**src/rtl/dog_timer_consts.vh**
```
`ifndef DOG_TIMER_CONSTS_VH
`define DOG_TIMER_CONSTS_VH

// register indices; byte address on the bus is four times the index
`define IDX_RESET_CAUSE_STATUS        8'ha1
`define IDX_WATCHDOG_RESET_CONTROL    8'hb6
`define IDX_WATCHDOG_REFRESH_KEY      8'hb7
`define IDX_TIMED_ACCESS_KEY          8'hf7
`define IDX_WATCHDOG_INTERVAL_CONTROL 8'hff
`define IDX_IRQ_REQUEST_SECOND        8'h97
`define IDX_IRQ_ENABLE_THIRD          8'h9a

// reset values
`define RST_RESET_CAUSE_STATUS        8'h00
`define RST_WATCHDOG_RESET_CONTROL    8'h04
`define RST_WATCHDOG_INTERVAL_CONTROL 8'h00
`define RST_RESET_DIVIDER_SELECT      4'h4
`define RST_INTERVAL_DIVIDER_SELECT   4'h0

// field positions
`define BIT_CTRL_ENABLE               5
`define BIT_CAUSE_DOG                 3
`define BIT_CAUSE_SOFTWARE            2
`define BIT_CAUSE_LOW_VOLTAGE         1
`define BIT_CAUSE_POWER_ON            0
`define BIT_DOG_INTERVAL_IRQ          1

// key values
`define KEY_REFRESH_A                 8'h55
`define KEY_REFRESH_B                 8'haa
`define KEY_ACCESS_FIRST              8'h55
`define KEY_ACCESS_SECOND             8'haa
`define KEY_ACCESS_THIRD              8'h5a

// timing: counter length and interval prescale step (oscillator ticks)
`define DOG_COUNT_WRAP                8'hff
`define INTERVAL_STEP_TICKS           16'h0008

// bus answers
`define AXI_RESP_OKAY                 2'b00
`define AXI_RESP_SLVERR               2'b10

`endif

```
**src/rtl/dog_timer.v**
```verilog
// The implementer's own choice: the AXI4-Lite register port.
`timescale 1ns/1ps
`include "dog_timer_consts.vh"

module dog_timer (
  // clock and reset
  input  wire        i_core_clk,
  input  wire        i_reset,
  // oscillator and system events
  input  wire        i_internal_rc_oscillator,
  input  wire        i_chip_reset,
  input  wire        i_software_reset_event,
  input  wire        i_low_voltage_reset_event,
  input  wire        i_power_on_reset_event,
  input  wire        i_irq_vector_entered,
  // axi4-lite write address
  input  wire        i_s_axi_awvalid,
  output wire        o_s_axi_awready,
  input  wire [11:0] i_s_axi_awaddr,
  input  wire [2:0]  i_s_axi_awprot,
  // axi4-lite write data
  input  wire        i_s_axi_wvalid,
  output wire        o_s_axi_wready,
  input  wire [31:0] i_s_axi_wdata,
  input  wire [3:0]  i_s_axi_wstrb,
  // axi4-lite write response
  output reg         o_s_axi_bvalid,
  input  wire        i_s_axi_bready,
  output reg  [1:0]  o_s_axi_bresp,
  // axi4-lite read address
  input  wire        i_s_axi_arvalid,
  output wire        o_s_axi_arready,
  input  wire [11:0] i_s_axi_araddr,
  input  wire [2:0]  i_s_axi_arprot,
  // axi4-lite read data
  output reg         o_s_axi_rvalid,
  input  wire        i_s_axi_rready,
  output reg  [31:0] o_s_axi_rdata,
  output reg  [1:0]  o_s_axi_rresp,
  // watchdog outputs
  output reg         o_chip_reset_req,
  output wire        o_dog_interval_irq,
  output wire        o_stop_wakeup
);

  // timed access sequence states
  localparam [1:0] KEY_IDLE  = 2'd0;
  localparam [1:0] KEY_FIRST = 2'd1;
  localparam [1:0] KEY_SECND = 2'd2;
  localparam [1:0] KEY_OPEN  = 2'd3;

  function [15:0] reset_div_len;
    input [3:0] sel;
    begin
      reset_div_len = 16'h0001 << sel;
    end
  endfunction

  function [15:0] interval_div_len;
    input [3:0] sel;
    begin
      interval_div_len = `INTERVAL_STEP_TICKS * ({12'h000, sel} + 16'h0001);
    end
  endfunction

  function reg_index_ok;
    input [11:0] addr;
    begin
      reg_index_ok = (addr[1:0] == 2'b00) && (addr[11:10] == 2'b00) &&
                     ((addr[9:2] == `IDX_RESET_CAUSE_STATUS) ||
                      (addr[9:2] == `IDX_WATCHDOG_RESET_CONTROL) ||
                      (addr[9:2] == `IDX_WATCHDOG_REFRESH_KEY) ||
                      (addr[9:2] == `IDX_TIMED_ACCESS_KEY) ||
                      (addr[9:2] == `IDX_WATCHDOG_INTERVAL_CONTROL) ||
                      (addr[9:2] == `IDX_IRQ_REQUEST_SECOND) ||
                      (addr[9:2] == `IDX_IRQ_ENABLE_THIRD));
    end
  endfunction

  // control and status state
  reg        dog_reset_enable_reg;
  reg  [3:0] reset_divider_select_reg;
  reg        interval_enable_reg;
  reg  [3:0] interval_divider_select_reg;
  reg        dog_reset_cause_flag_reg;
  reg        software_reset_cause_flag_reg;
  reg        low_voltage_reset_cause_flag_reg;
  reg        power_on_reset_cause_flag_reg;
  reg        dog_interval_irq_flag_reg;
  reg        dog_interval_irq_enable_reg;
  reg  [1:0] key_state_reg;
  reg  [1:0] key_state_next;
  reg        refresh_reg;
  reg        osc_q_reg;

  // bus state
  reg        aw_got_reg;
  reg [11:0] aw_addr_reg;
  reg        w_got_reg;
  reg [31:0] w_data_reg;
  reg  [3:0] w_strb_reg;

  wire       osc_tick;
  wire       reset_wrap;
  wire       interval_wrap;
  wire       do_write;
  wire [7:0] wr_idx;
  wire [7:0] wr_byte;
  wire       wr_lane;
  wire       wr_ok;
  wire       dog_overflow;
  wire       ctrl_write_open;
  wire       wr_reset_ctrl;
  wire       wr_interval_ctrl;

  // oscillator input is already on core clock; rising edge gives one tick
  always @(posedge i_core_clk) begin
    if (i_reset) begin
      osc_q_reg <= 1'b0;
    end else begin
      osc_q_reg <= i_internal_rc_oscillator;
    end
  end

  assign osc_tick = i_internal_rc_oscillator && !osc_q_reg;

  // nothing here looks at a sleep signal, so counting goes on in sleep
  dog_tick_counter u_reset_counter (
    .i_core_clk (i_core_clk),
    .i_reset    (i_reset),
    .i_run      (dog_reset_enable_reg),
    .i_clear    (refresh_reg),
    .i_osc_tick (osc_tick),
    .i_div_len  (reset_div_len(reset_divider_select_reg)),
    .o_count    (),
    .o_wrap     (reset_wrap)
  );

  dog_tick_counter u_interval_counter (
    .i_core_clk (i_core_clk),
    .i_reset    (i_reset),
    .i_run      (interval_enable_reg),
    .i_clear    (refresh_reg),
    .i_osc_tick (osc_tick),
    .i_div_len  (interval_div_len(interval_divider_select_reg)),
    .o_count    (),
    .o_wrap     (interval_wrap)
  );

  assign dog_overflow = reset_wrap && dog_reset_enable_reg;

  // write channel: address and data accepted in either order
  assign o_s_axi_awready = !aw_got_reg && !o_s_axi_bvalid;
  assign o_s_axi_wready  = !w_got_reg && !o_s_axi_bvalid;
  assign do_write        = aw_got_reg && w_got_reg && !o_s_axi_bvalid;
  assign wr_idx          = aw_addr_reg[9:2];
  assign wr_byte         = w_data_reg[7:0];
  assign wr_lane         = do_write && w_strb_reg[0];
  assign wr_ok           = reg_index_ok(aw_addr_reg);

  assign ctrl_write_open  = (key_state_reg == KEY_OPEN);
  assign wr_reset_ctrl    = wr_lane && wr_ok && ctrl_write_open &&
                            (wr_idx == `IDX_WATCHDOG_RESET_CONTROL);
  assign wr_interval_ctrl = wr_lane && wr_ok && ctrl_write_open &&
                            (wr_idx == `IDX_WATCHDOG_INTERVAL_CONTROL);

  always @(posedge i_core_clk) begin
    if (i_reset) begin
      aw_got_reg     <= 1'b0;
      aw_addr_reg    <= 12'h000;
      w_got_reg      <= 1'b0;
      w_data_reg     <= 32'h0000_0000;
      w_strb_reg     <= 4'h0;
      o_s_axi_bvalid <= 1'b0;
      o_s_axi_bresp  <= `AXI_RESP_OKAY;
    end else begin
      if (i_s_axi_awvalid && o_s_axi_awready) begin
        aw_got_reg  <= 1'b1;
        aw_addr_reg <= i_s_axi_awaddr;
      end
      if (i_s_axi_wvalid && o_s_axi_wready) begin
        w_got_reg  <= 1'b1;
        w_data_reg <= i_s_axi_wdata;
        w_strb_reg <= i_s_axi_wstrb;
      end
      if (do_write) begin
        aw_got_reg     <= 1'b0;
        w_got_reg      <= 1'b0;
        o_s_axi_bvalid <= 1'b1;
        o_s_axi_bresp  <= wr_ok ? `AXI_RESP_OKAY : `AXI_RESP_SLVERR;
      end else if (o_s_axi_bvalid && i_s_axi_bready) begin
        o_s_axi_bvalid <= 1'b0;
      end
    end
  end

  // timed access: any other byte restarts; a guarded write closes it again
  always @* begin
    key_state_next = key_state_reg;
    if (wr_lane && wr_ok && (wr_idx == `IDX_TIMED_ACCESS_KEY)) begin
      case (key_state_reg)
        KEY_FIRST: key_state_next = (wr_byte == `KEY_ACCESS_SECOND) ? KEY_SECND :
                                    (wr_byte == `KEY_ACCESS_FIRST) ? KEY_FIRST : KEY_IDLE;
        KEY_SECND: key_state_next = (wr_byte == `KEY_ACCESS_THIRD) ? KEY_OPEN :
                                    (wr_byte == `KEY_ACCESS_FIRST) ? KEY_FIRST : KEY_IDLE;
        default:   key_state_next = (wr_byte == `KEY_ACCESS_FIRST) ? KEY_FIRST : KEY_IDLE;
      endcase
    end else if (wr_reset_ctrl || wr_interval_ctrl) begin
      key_state_next = KEY_IDLE;
    end
  end

  always @(posedge i_core_clk) begin
    if (i_reset || i_chip_reset || dog_overflow) begin
      key_state_reg <= KEY_IDLE;
    end else begin
      key_state_reg <= key_state_next;
    end
  end

  // refresh pulse: one cycle after a key write, clears both counters
  always @(posedge i_core_clk) begin
    if (i_reset) begin
      refresh_reg <= 1'b0;
    end else begin
      refresh_reg <= wr_lane && wr_ok && (wr_idx == `IDX_WATCHDOG_REFRESH_KEY) &&
                     ((wr_byte == `KEY_REFRESH_A) || (wr_byte == `KEY_REFRESH_B));
    end
  end

  // control registers; a watchdog or other chip reset returns them to defaults
  always @(posedge i_core_clk) begin
    if (i_reset || i_chip_reset || dog_overflow) begin
      dog_reset_enable_reg        <= 1'b0;
      reset_divider_select_reg    <= `RST_RESET_DIVIDER_SELECT;
      interval_enable_reg         <= 1'b0;
      interval_divider_select_reg <= `RST_INTERVAL_DIVIDER_SELECT;
    end else begin
      if (wr_reset_ctrl) begin
        // enable only ever sets; a zero written later is ignored
        dog_reset_enable_reg     <= dog_reset_enable_reg | wr_byte[`BIT_CTRL_ENABLE];
        reset_divider_select_reg <= wr_byte[3:0];
      end
      if (wr_interval_ctrl) begin
        interval_enable_reg         <= wr_byte[`BIT_CTRL_ENABLE];
        interval_divider_select_reg <= wr_byte[3:0];
      end
    end
  end

  // reset cause flags: the hardware set always beats a software clear
  always @(posedge i_core_clk) begin
    if (i_reset) begin
      dog_reset_cause_flag_reg         <= 1'b0;
      software_reset_cause_flag_reg    <= 1'b0;
      low_voltage_reset_cause_flag_reg <= 1'b0;
      power_on_reset_cause_flag_reg    <= 1'b0;
    end else begin
      if (wr_lane && wr_ok && (wr_idx == `IDX_RESET_CAUSE_STATUS)) begin
        dog_reset_cause_flag_reg         <= wr_byte[`BIT_CAUSE_DOG];
        software_reset_cause_flag_reg    <= wr_byte[`BIT_CAUSE_SOFTWARE];
        low_voltage_reset_cause_flag_reg <= wr_byte[`BIT_CAUSE_LOW_VOLTAGE];
        power_on_reset_cause_flag_reg    <= wr_byte[`BIT_CAUSE_POWER_ON];
      end
      if (dog_overflow) begin
        dog_reset_cause_flag_reg <= 1'b1;
      end
      if (i_software_reset_event) begin
        software_reset_cause_flag_reg <= 1'b1;
      end
      if (i_low_voltage_reset_event) begin
        low_voltage_reset_cause_flag_reg <= 1'b1;
      end
      if (i_power_on_reset_event) begin
        power_on_reset_cause_flag_reg <= 1'b1;
      end
    end
  end

  // reset request is registered on the same edge that sets the flag, so both appear together
  always @(posedge i_core_clk) begin
    if (i_reset) begin
      o_chip_reset_req <= 1'b0;
    end else begin
      o_chip_reset_req <= dog_overflow;
    end
  end

  // interval irq flag and its enable
  always @(posedge i_core_clk) begin
    if (i_reset || i_chip_reset || dog_overflow) begin
      dog_interval_irq_flag_reg   <= 1'b0;
      dog_interval_irq_enable_reg <= 1'b0;
    end else begin
      if (wr_lane && wr_ok && (wr_idx == `IDX_IRQ_ENABLE_THIRD)) begin
        dog_interval_irq_enable_reg <= wr_byte[`BIT_DOG_INTERVAL_IRQ];
      end
      if (i_irq_vector_entered) begin
        dog_interval_irq_flag_reg <= 1'b0;
      end else if (wr_lane && wr_ok && (wr_idx == `IDX_IRQ_REQUEST_SECOND)) begin
        dog_interval_irq_flag_reg <= wr_byte[`BIT_DOG_INTERVAL_IRQ];
      end
      if (interval_wrap) begin
        dog_interval_irq_flag_reg <= 1'b1;
      end
    end
  end

  assign o_dog_interval_irq = dog_interval_irq_flag_reg && dog_interval_irq_enable_reg;
  // wakeup needs no core clock activity beyond the flag and its enable
  assign o_stop_wakeup      = o_dog_interval_irq;

  // read channel: one-cycle registered answer
  assign o_s_axi_arready = !o_s_axi_rvalid;

  always @(posedge i_core_clk) begin
    if (i_reset) begin
      o_s_axi_rvalid <= 1'b0;
      o_s_axi_rdata  <= 32'h0000_0000;
      o_s_axi_rresp  <= `AXI_RESP_OKAY;
    end else if (i_s_axi_arvalid && o_s_axi_arready) begin
      o_s_axi_rvalid <= 1'b1;
      o_s_axi_rresp  <= reg_index_ok(i_s_axi_araddr) ? `AXI_RESP_OKAY : `AXI_RESP_SLVERR;
      o_s_axi_rdata  <= 32'h0000_0000;
      if (reg_index_ok(i_s_axi_araddr)) begin
        case (i_s_axi_araddr[9:2])
          `IDX_RESET_CAUSE_STATUS:
            o_s_axi_rdata[3:0] <= {dog_reset_cause_flag_reg, software_reset_cause_flag_reg,
                                   low_voltage_reset_cause_flag_reg,
                                   power_on_reset_cause_flag_reg};
          `IDX_WATCHDOG_RESET_CONTROL:
            o_s_axi_rdata[5:0] <= {dog_reset_enable_reg, 1'b0, reset_divider_select_reg};
          `IDX_WATCHDOG_INTERVAL_CONTROL:
            o_s_axi_rdata[5:0] <= {interval_enable_reg, 1'b0, interval_divider_select_reg};
          `IDX_IRQ_REQUEST_SECOND: o_s_axi_rdata[1] <= dog_interval_irq_flag_reg;
          `IDX_IRQ_ENABLE_THIRD:   o_s_axi_rdata[1] <= dog_interval_irq_enable_reg;
          default:                 o_s_axi_rdata <= 32'h0000_0000;
        endcase
      end
    end else if (o_s_axi_rvalid && i_s_axi_rready) begin
      o_s_axi_rvalid <= 1'b0;
    end
  end

endmodule // dog_timer

```
**src/rtl/dog_tick_counter.v**
```verilog
`timescale 1ns/1ps
`include "dog_timer_consts.vh"

module dog_tick_counter (
  // clock and reset
  input  wire        i_core_clk,
  input  wire        i_reset,
  // control
  input  wire        i_run,
  input  wire        i_clear,
  input  wire        i_osc_tick,
  input  wire [15:0] i_div_len,
  // state
  output reg  [7:0]  o_count,
  output reg         o_wrap
);

  reg  [15:0] prescale_reg;
  wire        step;

  assign step = i_osc_tick && (prescale_reg == i_div_len - 16'h0001);

  always @(posedge i_core_clk) begin
    if (i_reset || i_clear || !i_run) begin
      prescale_reg <= 16'h0000;
      o_count      <= 8'h00;
      o_wrap       <= 1'b0;
    end else begin
      o_wrap <= 1'b0;
      if (i_osc_tick) begin
        if (step) begin
          prescale_reg <= 16'h0000;
          o_count      <= o_count + 8'h01;
          // wrap from 255 back to zero
          if (o_count == `DOG_COUNT_WRAP) begin
            o_wrap <= 1'b1;
          end
        end else begin
          prescale_reg <= prescale_reg + 16'h0001;
        end
      end
    end
  end

endmodule // dog_tick_counter

```
**config.mk**
```make
export PLATFORM = sky130hd
export DESIGN_NAME = dog_timer
export DESIGN_NICKNAME = d
export VERILOG_FILES = /design/src/rtl/dog_timer.v /design/src/rtl/dog_tick_counter.v
export VERILOG_INCLUDE_DIRS = /design/src /design/src/rtl
export SDC_FILE = /design/constraint.sdc
export NUM_CORES = 1
export LEC_CHECK = 0
export ABC_CLOCK_PERIOD_IN_PS = 2800
export BUFFER_PORTS_ARGS = -buffer_cell sky130_fd_sc_hd__buf_2
export CORE_AREA = 5 5 136 138
export CTS_CLUSTER_DIAMETER = 30
export DETAILED_ROUTE_END_ITERATION = 10
export DIE_AREA = 0 0 141 143
export MAX_ROUTING_LAYER = met4
export SYNTH_ARGS = -nofsm -noshare
export SYNTH_HDL_FRONTEND = slang
export SYNTH_SLANG_ARGS = --single-unit
```
**constraint.sdc**
```tcl
create_clock -name i_core_clk -period 2.8 [get_ports i_core_clk]
set_input_delay 0.56 -clock i_core_clk [delete_from_list [all_inputs] [get_ports i_core_clk]]
set_output_delay 0.56 -clock i_core_clk [all_outputs]
set_load 0.01 [all_outputs]
```
# Word-level counts from Yosys, hierarchy flattened
# Cells that the tools add are included.
dict set report totals {
  register_bits 132
  inputBits 79
  out_inout_bits 44
}
dict set report op_classes {
  addsub 7
  eq_ne 24
  shift 1
  muxes 32
  bitwise 4
  n_reduce_logical 72
}
# operator n
set op_table {}
lappend op_table {{$eq 8x8->1 const B} 17}
lappend op_table {{$add 16x1->16 const B} 2}
lappend op_table {{$eq 16x16->1} 2}
lappend op_table {{$mux 16} 2}
lappend op_table {{$logic_and 1x1->1} 29}
lappend op_table {{$logic_or 1x1->1} 19}
lappend op_table {{$mux 1} 18}
lappend op_table {{$add 8x1->8 const B} 2}
lappend op_table {{$eq 8x7->1 const B} 2}
lappend op_table {{$shl 1x4->16 const A} 1}
lappend op_table {{$sub 16x1->16 const B} 1}
lappend op_table {{$reduce_bool 2->1} 7}
lappend op_table {{$mux 2} 6}
lappend op_table {{$sub 8x1->9 const B} 1}
lappend op_table {{$logic_not 2->1} 4}
lappend op_table {{$pmux 2 s2} 2}
lappend op_table {{$logic_not 1->1} 7}
lappend op_table {{$mux 6} 1}
lappend op_table {{$pmux 2 s3} 1}
lappend op_table {{$reduce_or 3->1} 2}
lappend op_table {{$add 4x1->5 const B} 1}
lappend op_table {{$pmux 1 s5} 1}
lappend op_table {{$eq 2x2->1 const B} 2}
lappend op_table {{$reduce_and 2->1} 2}
lappend op_table {{6 further kinds} 8}

# Longest topological paths before layout
# Gate-level depths: netlist of the first run.
dict set report logic_depth {
  ltp_word 14
  ltp_mapped 13
  ltp_nobuf 9
}

# Modules after synthesis
# From an unflattened synthesis of the first run, not the netlist that was laid out.
dict set report hier_totals {
  cells_unflattened 791
  hier_area_um2 6357.3
}
# mod instances cells_each area_per_inst_um2
set modules_own_cells {}
lappend modules_own_cells {dog_tick_counter 2 219 1741.7}
lappend modules_own_cells {dog_timer 1 353 2874.0}

# Worst setup path after synthesis of the first run
# Ideal clock, no wire load.
dict set report synth_timing {
  kind {reg-to-reg}
  startpoint {reg reset_divider_select_reg[2]}
  endpoint {reg u_reset_counter.o_wrap}
  setup_ns 0.088
  arrival_time_ns 2.664
  required_ns 2.712
  setup_slack_ns 0.048
  stages_incl_launch_ff 11
  path_buffers 1
  cell_sequence {dfxtp_1 nor3_1 nand2b_1 ha_1 buf_2 a21o_1 a31o_1 o221ai_2 nand4b_4 or4_4 nor4_2}
}
dict set report synth_via {
  elab_chain_cells 6
}
# element line
set synth_rtl {}
lappend synth_rtl {{start: declaration} dog_timer.v:82} ;# reg [3:0] reset_divider_select_reg;
lappend synth_rtl {{start signal: assignment} dog_timer.v:235} ;# reset_divider_select_reg <= `RST_RESET_DIVIDER_SELECT;
lappend synth_rtl {{start signal: assignment} dog_timer.v:242} ;# reset_divider_select_reg <= wr_byte[3:0];
lappend synth_rtl {{$shl 1x4->16} dog_timer.v:55} ;# reset_div_len = 16'h0001 << sel;
lappend synth_rtl {{$sub 16x1->16} dog_tick_counter.v:21} ;# assign step = i_osc_tick && (prescale_reg == i_div_len - 16'h0001);
lappend synth_rtl {{$eq 16x16->1} dog_tick_counter.v:21}
lappend synth_rtl {{$logic_and 1x1->1} dog_tick_counter.v:21}
lappend synth_rtl {{$not 1->1 (no line)} n/a}
lappend synth_rtl {{$reduce_or 3->1 (no line)} n/a}
lappend synth_rtl {{end signal: assignment} dog_tick_counter.v:27} ;# o_wrap <= 1'b0;
lappend synth_rtl {{end signal: assignment} dog_tick_counter.v:29} ;# o_wrap <= 1'b0;
lappend synth_rtl {{end signal: assignment} dog_tick_counter.v:36} ;# o_wrap <= 1'b1;
lappend synth_rtl {{end: declaration} dog_tick_counter.v:15} ;# output reg o_wrap
# No other way between the ends.
# A chain may end at the register's enable or synchronous reset.

# Worst setup path in the final report of the first run
dict set report layout_timing {
  startpoint {reg reset_divider_select_reg[3]}
  endpoint {reg u_reset_counter.o_wrap}
}
# Same word-level chain as after synthesis.

==> results of run 1 <==
-- worst max-delay path, delay by kind of cell (launching register included) --
kind / cells / cell delay [ps]
simple gates: 6 / 1710
flops: 1 / 340
compound gates: 2 / 280
fa+ha+maj: 1 / 210
-- cells in the mapped netlist (13+ instances only) --
cell        n  area, µm²
nand2b_1   18        113
a21oi_1    42        210
inv_1      14       52.6
xor2_1     24        210
buf_4      30        225
clkbuf_1   22       82.6
dfxtp_1   103       2060
mux2i_1    23        230
nor3_1     27        135
nand2_1   102        383
nand3_1    36        180
nor2_1     62        233
nand4_1    13       81.3
nor4_1     13       81.3
xnor2_1    17        149
-- metal layers --
metal  track usage, %  up-vias  wire, µm
met2             21.3       85      5920
met1             18.2     2337      6630
met4             3.82        0       160
met5                -        -         0
met3             2.61       11       459
li1                 -     2616         -
-- worst paths after layout --
| check | endpoint | slack (ps) | depth (start not counted) |
|---|---|---|---|
| hold reg to reg | aw_addr_reg[0]$_SDFFE_PP0P_ | 450 | 2 |
| hold / removal | o_s_axi_rvalid$_SDFFE_PP0P_ | 380 | 2 |
| setup reg to reg | u_reset_counter.o_wrap$_SDFF_PP0_ | 190 | 9 |
| setup / recovery | u_reset_counter.o_wrap$_SDFF_PP0_ | 190 | 9 |
-- what timing repair did --
item | CTS | global route
setup buffers | 0 | 2
setup endpoints to repair | 23 | 43
gates cloned | 0 | 0
pin swaps | 0 | 5
endpoints found under the hold margin | 0 | 0
resized for setup | 1 | 10
-- report_power, final --
group / leakage [nW] / total [mW] / internal [mW] / switching (mW)
clock: 0.157 / 1.35 / 0.721 / 0.629
combinational: 1.49 / 0.186 / 0.0699 / 0.116
sequential: 0.835 / 1.53 / 1.50 / 0.0325
total: 2.48 / 3.06 / 2.29 / 0.777
-- logic make-up after synthesis --
kind of cell | share of synthesized area (%)
fa+ha+maj | 1.93
buf+inv | 7.29
xor+xnor | 6.15
simple gates | 30.5
mux | 4.14
other cells | 0.0643
flops | 35.3
compound gates | 14.6
-- layout make-up --
cell class	count	area share, %
Multi-Input combinational cell	568	52.1
Sequential cell	103	30.5
Timing Repair Buffer	87	7.64
Tap cell	225	4.17
Clock buffer	9	3.34
Clock inverter	7	1.41
Inverter	14	0.778
-- metrics by stage --
stage                     cell area [µm²]  total power, mW  setup WS, ps
after global routing                 6750             3.18          21.7
after CTS                            6670             3.11          17.6
after detailed placement             6350             1.75         -81.0
after floorplan                      5940             1.70          48.4
after global placement               6350             1.75         -22.1
final                                6750             3.06           187
==> reports/qor.txt, run 1 <==
Status = finished, final reports clean
Max frequency = 0.383 GHz
Worst setup path startpoint = reset_divider_select_reg[3]$_SDFFE_PP0P_
Post-CTS Hold Buffers = 0
Ys Warns = 0
Critical-path cell list = nor3_4, nand2b_1, ha_4, or4_4, a21o_1, o221ai_2, nand4b_4, or4_4, nor4_4
Main synth FF type = dfxtp_1
Remaining DRCs = 0
I/O Pins = 123
Final Max Slew Viols = 0
PD cells = 454 mW/mm²
Hold Crit Class = input pin to flop
Register area = 0.00206 mm²
IO buf count = 60
Die Area = 0.0202 mm²
Post-layout util = 39.6%
Cells after synthesis = 721
RSZ-0062 raised after global routing = no
Final Wtd Congestion = 0.805
Maximum VDD drop = 0.335 mV
Post-route ant nets = 0
Clock slew at reported path FFs = 80 ps
Final setup viols = 0
Area Growth Syn to Fin = 15.7%
Drt first-iter violations = 275
Seq/Total Area, Yosys = 35.3%
Die Height = 143 µm
Number of synthesized flops with an enable pin = 0
Slowest CP cell = or4_4
Crit end category = flop
Post-Place Cells = 995
Clock sink count = 103
Antenna diode count = 0
Relative max-transition margin = 57.9%
Initial antenna violation count = 0
Fraction of layout cells with a size suffix above 1 = 16.1%
Slew @ Worst Pin = 623 ps
Worst r2r src = reset_divider_select_reg[3]$_SDFFE_PP0P_
Total gr overflow = 0
Row cnt = 48
CTS tree = yes
Commonest non-fill, non-tap cell in the layout = dfxtp_1
Min Tclk post-route = 2610 ps
Post-route clock skew = 8.72 ps
Lkg Pwr = 2.48 nW
Via/cell ratio = 4.98
GR Util All Layers = 13.7%
Setup TNS = 0 ps
Core ar. = 0.0171 mm²
Die Width = 141 µm
Vias = 5049
Fin. Hold Viols = 0
Final WL = 13200 µm
Post-synth cell types = 74
Most frequent cells in the layout = 103 x dfxtp_1, 102 x nand2_1, 62 x nor2_1
Drt pass-1 iters = 4
Pin count of the biggest net entering global routing = 39
WL per Instance = 13.0 µm
Cell Area, Synth = 0.00583 mm²
CTS root buf = clkbuf_16
DP HPWL = 9580 µm
Clk Latency, worst-skew pair = 360 ps
Layout Nets = 871
Post-synth ARST share = 0%
Max-cap violations = 0
H-tree Lvls = 3
First-pass GRT wire length = 22400 µm
Multi-input gate area = 0.00352 mm²
Final period utilization = 93.3%
Hold slack = 381 ps
Bufs on Longest Clock Path = 2
Hold Startpoint = i_s_axi_rready
Syn_area_per_cell = 8.09 µm²
Most Frequent Cell on Critical Path = or4_4
CP Launch Type = flop
Number of global-route vias before repair = 4702
Cts bufs inserted = 9
Final cell count without fillers = 1013
Worst stage delay on the critical path = 530 ps
Crit path max fanout = 8
Starting Density = 34.2%
Synth Register Bits = 103
Fillers = 1773
Critical Path RT = 3070 ps
WP data arrival = 2880 ps
Setup Crit Path Kind = flop to flop
Note: power is estimated with default switching activity, not from simulation.
==> run 2, diff against run 1 <==
--- a/config.mk
+++ b/config.mk
@@ -8,11 +8,13 @@
 export LEC_CHECK = 0
 export ABC_CLOCK_PERIOD_IN_PS = 2800
 export BUFFER_PORTS_ARGS = -buffer_cell sky130_fd_sc_hd__buf_2
-export CORE_AREA = 5 5 136 138
+export CORE_AREA = 2 2 116 118
 export CTS_CLUSTER_DIAMETER = 30
 export DETAILED_ROUTE_END_ITERATION = 10
-export DIE_AREA = 0 0 141 143
+export DIE_AREA = 0 0 118 120
 export MAX_ROUTING_LAYER = met4
+export PLACE_DENSITY = 0.75
 export SYNTH_ARGS = -nofsm -noshare
 export SYNTH_HDL_FRONTEND = slang
+export SYNTH_HIERARCHICAL = 1
 export SYNTH_SLANG_ARGS = --single-unit
==> run 2 against run 1 <==
Against the previous run: the run now ends with negative setup slack left; cell area is 21% higher; largest cell class unchanged; clock skew is 0.76 ps lower; sequential power hardly changed; critical path depth is 1 higher; register-to-register slack worse by 440 ps; largest power group unchanged; die area is 30% lower.
==> reports/qor.txt, run 2 <==
WP data arrival = 3320 ps
Max frequency = 0.327 GHz
Commonest non-fill, non-tap cell in the layout = dfxtp_1
Die Height = 120 µm
Post-Place Cells = 1095
Number of synthesized flops with an enable pin = 0
Syn_area_per_cell = 8.04 µm²
Final Wtd Congestion = 0.862
Max-cap violations = 0
Post-synthesis adder-cell area fraction = 1.97%
Area leader, netlist = dfxtp_1
WP buf/inv = 1
Most Frequent Cell on Critical Path = or4_1
Critical Path RT = 3070 ps
Area Growth Syn to Fin = 28.3%
Antenna diode count = 0
Seq/Total Area, Yosys = 32.4%
IO buf count = 60
Simple-Gate Fraction of Synth Area = 32.1%
Final WL = 15400 µm
Final cell count without fillers = 1123
I/O Pins = 123
Initial antenna violation count = 0
Cells after synthesis = 791
CP Launch Type = flop
Relative max-transition margin = 56.6%
Post-synth ARST share = 0%
Worst stage delay on the critical path = 540 ps
Main synth FF type = dfxtp_1
Clock slew at reported path FFs = 70 ps
Cts bufs inserted = 9
Post-synth cell types = 65
Number of global-route vias before repair = 5647
Via/cell ratio = 5.36
Row cnt = 42
Critical-path cell list = buf_4, nand2_1, nor2_1, nor4_4, nand2_2, or4_1, a21oi_2, or4b_4, or4_1, a21oi_1
Most frequent cells in the layout = 96 x dfxtp_1, 86 x nand2_1, 77 x buf_4
Post-synthesis mux area share = 2.83%
Fraction of layout cells with a size suffix above 1 = 27.0%
Sw Share = 24.9%
Pint = 2.30 mW
Core ar. = 0.0130 mm²
Starting Density = 49.0%
Cell Area, Synth = 0.00636 mm²
Synth cell count leaders = 103 x dfxtp_1, 86 x nand2_1, 62 x nor2_1
H-tree Lvls = 3
RSZ-0062 raised after global routing = yes
Post-route clock skew = 7.95 ps
CTS root buf = clkbuf_16
Synth Area in XOR/XNOR = 9.64%
Post-route setup slack = -254 ps
Post-route ant nets = 0
Largest family of logic cells by synthesized area = simple AND/OR/NAND/NOR gates
Remaining DRCs = 0
Setup Crit Path Kind = flop to flop
Crit end category = flop
DP HPWL = 10600 µm
Overall Power = 3.07 mW
Die Area = 0.0142 mm²
Bufs on Longest Clock Path = 2
Total gr overflow = 0
Largest cells by area after synthesis = dfxtp_1 32%, xnor2_1 5.1%, nand2_1 5.1%
Hold Crit Class = input pin to flop
Final period utilization = 109%
Layout Nets = 1032
Switch Pwr = 0.763 mW
Synth Register Bits = 103
Maximum VDD drop = 0.430 mV
GR Util All Layers = 22.4%
Share of Yosys cell area claimed by the top area cell type = 32.4%
Sequential power share = 49.9%
Comb power frac = 8.1%
Fin. Hold Viols = 0
Synth Area in Compound Gates = 12.8%
Min Tclk post-route = 3050 ps
Pre-CTS WS = -321 ps
WL per Instance = 13.7 µm
Final setup viols = 48
PD cells = 376 mW/mm²
Clock Power Share = 42.0%
Die Width = 118 µm
Slew @ Worst Pin = 649 ps
Slowest CP cell = or4b_4
Clk Latency, worst-skew pair = 350 ps
Vias = 6024
Pin count of the biggest net entering global routing = 32
Crit path max fanout = 8
Ys Warns = 6
CTS tree = yes
Final Max Slew Viols = 0
First-pass GRT wire length = 25800 µm
Crit path max-delay family = simple AND/OR/NAND/NOR gates
Count leader, synth = dfxtp_1
Lkg Pwr = 3.08 nW
Clock sink count = 103
Drt pass-1 iters = 5
Drt first-iter violations = 297
Failing checks = negative setup slack
Status = finished with violations
-- run 2: changes by cell type in the layout (fill, tap and decap cells not counted), moves of 8 or more --
cell / delta
buf_4: +51
conb_1: +35
nor3_2: +21
xnor2_1: +19
nand2_1: -16
nand2b_1: -13
nand3_1: -12
nand4_1: +12
inv_1: +11
xor2_1: +10
a21oi_1: +9
buf_6: +8
o31ai_1: +8
-- run 2: metrics by stage --
step | hold slack, ps | utilization (%) | setup TNS, ps | area [µm²]
6_report | 385 | 62.8 | -6880 | 8160
5_1_grt | 395 | 62.8 | -12340 | 8160
4_1_cts | 374 | 61.5 | -5370 | 7980
3_5_place_dp | 428 | 56.9 | -9660 | 7390
3_3_place_gp | 424 | 56.9 | -8100 | 7390
2_1_floorplan | 411 | - | -4640 | 6740
-- run 2: final cells by class --
class	instances	area (µm²)
clock buffers	9	225
clock inverters	6	82.6
fillers	1122	4820
inverters	25	93.8
multi-input cells	656	4440
flip-flops and latches	103	2080
well taps	176	220
repair buffers	148	1020
-- run 2: kinds of logic after synthesis --
| logic type | Yosys count |
|---|---|
| simple gates | 363 |
| compound gates | 129 |
| flops | 103 |
| buf+inv | 97 |
| xor+xnor | 70 |
| mux | 18 |
| fa+ha+maj | 10 |
| other cells | 1 |
-- run 2: path summary, 6_finish.rpt --
kind | from | to | slack, ps | cells past startpoint
hold / removal | i_s_axi_rready | o_s_axi_rvalid$_SDFFE_PP0P_ | 390 | 2
hold reg to reg | u_interval_counter/o_wrap$_SDFF_PP0_ | dog_interval_irq_flag_reg$_SDFFE_PP0P_ | 450 | 2
setup reg to reg | reset_divider_select_reg[1]$_SDFFE_PP0P_ | u_reset_counter/o_count[5]$_SDFFE_PP0P_ | -250 | 10
setup / recovery | reset_divider_select_reg[1]$_SDFFE_PP0P_ | u_reset_counter/o_count[5]$_SDFFE_PP0P_ | -250 | 10
-- run 2: power groups by stage --
stage / Sequential (mW) / Clock, mW / Combinational, mW
3_3_place_gp: 1.56 / 0 / 0.232
5_1_grt: 1.54 / 1.37 / 0.283
3_5_place_dp: 1.56 / 0 / 0.236
6_report: 1.53 / 1.29 / 0.249
4_1_cts: 1.53 / 1.32 / 0.245
2_1_floorplan: 1.56 / 0 / 0.187
-- run 2: repair_timing --
action | 4_1_cts | 5_1_grt
setup buffers | 7 | 3
hold buffers | 0 | 0
setup endpoints to repair | 50 | 50
pin swaps | 28 | 4
gates resized for setup | 48 | 36
hold endpoints to repair | 0 | 0
cloned | 3 | 0
-- run 2: layer usage --
metal / track usage, % / wire length [µm]
met1: 26.2 / 6650
met2: 39.6 / 8010
met3: 3.94 / 490
met4: 6.17 / 212
met5: - / 0
==> run 3, diff against run 2 <==
--- a/config.mk
+++ b/config.mk
@@ -13,7 +13,7 @@
 export DETAILED_ROUTE_END_ITERATION = 10
 export DIE_AREA = 0 0 118 120
 export MAX_ROUTING_LAYER = met4
-export PLACE_DENSITY = 0.75
+export PLACE_DENSITY = 0.79
 export SYNTH_ARGS = -nofsm -noshare
 export SYNTH_HDL_FRONTEND = slang
 export SYNTH_HIERARCHICAL = 1
==> run 3 against run 2 <==
Against the previous run: the run still ends with negative setup slack left; register-to-register slack is essentially flat; clock-buffer cell count is the same; combinational power is essentially flat; cell area grew 0.34%; die area is the same; routed wire length grew 2.0%; largest cell class unchanged.
==> reports/qor.txt, run 3 (synthesis results as in run 2) <==
Status = finished with violations
Failing checks = negative setup slack
Final setup viols = 49
Number of global-route vias before repair = 5710
Post-layout util = 63.1%
Hold slack = 377 ps
Area Growth Syn to Fin = 28.8%
Crit path max-delay family = simple AND/OR/NAND/NOR gates
Pre-CTS WS = -324 ps
IO buf count = 60
Final Max Slew Viols = 0
R2R setup slack = -240 ps
RSZ-0062 raised after global routing = yes
Most frequent cells in the layout = 96 x dfxtp_1, 86 x nand2_1, 68 x buf_4
First-pass GRT wire length = 26400 µm
Die Area = 0.0142 mm²
Fillers = 1109
Clk Latency, worst-skew pair = 360 ps
Post-Place Cells = 1089
Worst r2r src = interval_divider_select_reg[1]$_SDFFE_PP0P_
Critical Path RT = 3090 ps
Cell area after layout = 0.00819 mm²
Post-route setup slack = -241 ps
H-tree Lvls = 3
Post-CTS Hold Buffers = 0
Slowest CP cell = or4b_4
Overall Power = 3.19 mW
R2R depth = 9
Setup Crit Path Kind = flop to flop
Total gr overflow = 0
Remaining DRCs = 0
Final WL = 15700 µm
Worst R2R End = u_interval_counter/o_count[2]$_SDFFE_PP0P_
Core ar. = 0.0130 mm²
Fraction of layout cells with a size suffix above 1 = 26.4%
Max-cap violations = 0
Critical-path cell list = ha_4, and3_4, or4_4, nor3_4, xnor2_1, nand4_1, or4b_4, or4_1, a21oi_1
Initial antenna violation count = 0
Slew @ Worst Pin = 573 ps
Post-route ant nets = 0
DP HPWL = 10700 µm
Fin. Hold Viols = 0
Clock sink count = 103
Hold Startpoint = i_s_axi_rready
Clock slew at reported path FFs = 80 ps
Layout Nets = 1023
Starting Density = 49.0%
Final cell count without fillers = 1115
Max frequency = 0.329 GHz
Worst Hold Depth = 2
I/O Pins = 123
Relative max-transition margin = 61.3%
Post-route clock skew = 10.2 ps
Drt pass-1 iters = 4
Pin count of the biggest net entering global routing = 42
Hold Crit Class = input pin to flop
CTS tree = yes
Row cnt = 42
Commonest non-fill, non-tap cell in the layout = dfxtp_1
Setup TNS = -8000 ps
Lkg Pwr = 3.08 nW
CP Launch Type = flop
Final Wtd Congestion = 0.851
Crit end category = flop
WP buf/inv = 0
Final period utilization = 109%
Via/cell ratio = 5.43
Post-DP Area = 0.00734 mm²
Antenna diode count = 0
Die Height = 120 µm
Bufs on Longest Clock Path = 2
Drt first-iter violations = 396
Min Tclk post-route = 3040 ps
GR Util All Layers = 23.0%
PD cells = 390 mW/mm²
Vias = 6054
WL per Instance = 14.0 µm
Cts bufs inserted = 9
Maximum VDD drop = 0.471 mV
Die Width = 118 µm
WP data arrival = 3330 ps
Crit path max fanout = 7
Worst stage delay on the critical path = 620 ps
Worst hold endpoint = o_s_axi_rvalid$_SDFFE_PP0P_
CTS root buf = clkbuf_16
## run 3: cell types whose count changed in the layout (fill, tap and decap cells not counted), moves of 2 or more
cell / before / now
dfxtp_4: 2 / 5
o21ai_1: 5 / 3
nor3_4: 6 / 11
buf_4: 77 / 68
o21ai_0: 6 / 9
nor3_2: 22 / 16
dfxtp_2: 5 / 2
## run 3: layout make-up
type | instances | area, µm² | share of cell area (%)
multi-input cells | 656 | 4490 | 54.8
inverters | 25 | 93.8 | 1.15
flip-flops and latches | 103 | 2080 | 25.5
repair buffers | 139 | 960 | 11.7
clock buffers | 9 | 225 | 2.75
well taps | 176 | 220 | 2.69
clock inverters | 7 | 114 | 1.39
## run 3: worst max-delay path by stage
stage                                                           start                                          to  cells past startpoint
after detailed placement     reset_divider_select_reg[2]$_SDFFE_PP1P_     u_reset_counter/o_count[7]$_SDFFE_PP0P_                      9
after global placement    interval_divider_select_reg[2]$_SDFFE_PP0P_  u_interval_counter/o_count[6]$_SDFFE_PP0P_                      9
after CTS                    reset_divider_select_reg[1]$_SDFFE_PP0P_     u_reset_counter/o_count[0]$_SDFFE_PP0P_                     12
after global routing         reset_divider_select_reg[1]$_SDFFE_PP0P_     u_reset_counter/o_count[6]$_SDFFE_PP0P_                     12
final                     interval_divider_select_reg[1]$_SDFFE_PP0P_  u_interval_counter/o_count[2]$_SDFFE_PP0P_                      9
after floorplan              reset_divider_select_reg[1]$_SDFFE_PP0P_     u_reset_counter/o_count[2]$_SDFFE_PP0P_                     14
## run 3: metal layers
metal	routed length, µm	up-vias	track usage [%]
li1	-	3031	-
met1	6640	2855	26.2
met2	8080	139	40.6
met3	609	29	4.52
met4	335	0	7.68
met5	0	-	-
## run 3: what timing repair did
| item | 4_1_cts | 5_1_grt |
|---|---|---|
| gates cloned | 3 | 0 |
| hold endpoints to repair | 0 | 0 |
| endpoints found under the setup margin | 50 | 50 |
| pin swaps | 29 | 6 |
| gates resized for setup | 51 | 41 |
| buffers inserted | 8 | 0 |
## run 3: report_power, final
| part | switching (mW) | total [mW] | internal (mW) | leakage, nW |
|---|---|---|---|---|
| combinational | 0.147 | 0.246 | 0.0993 | 2.07 |
| sequential | 0.0359 | 1.53 | 1.49 | 0.839 |
| clock | 0.613 | 1.42 | 0.804 | 0.165 |
| total | 0.796 | 3.19 | 2.40 | 3.08 |
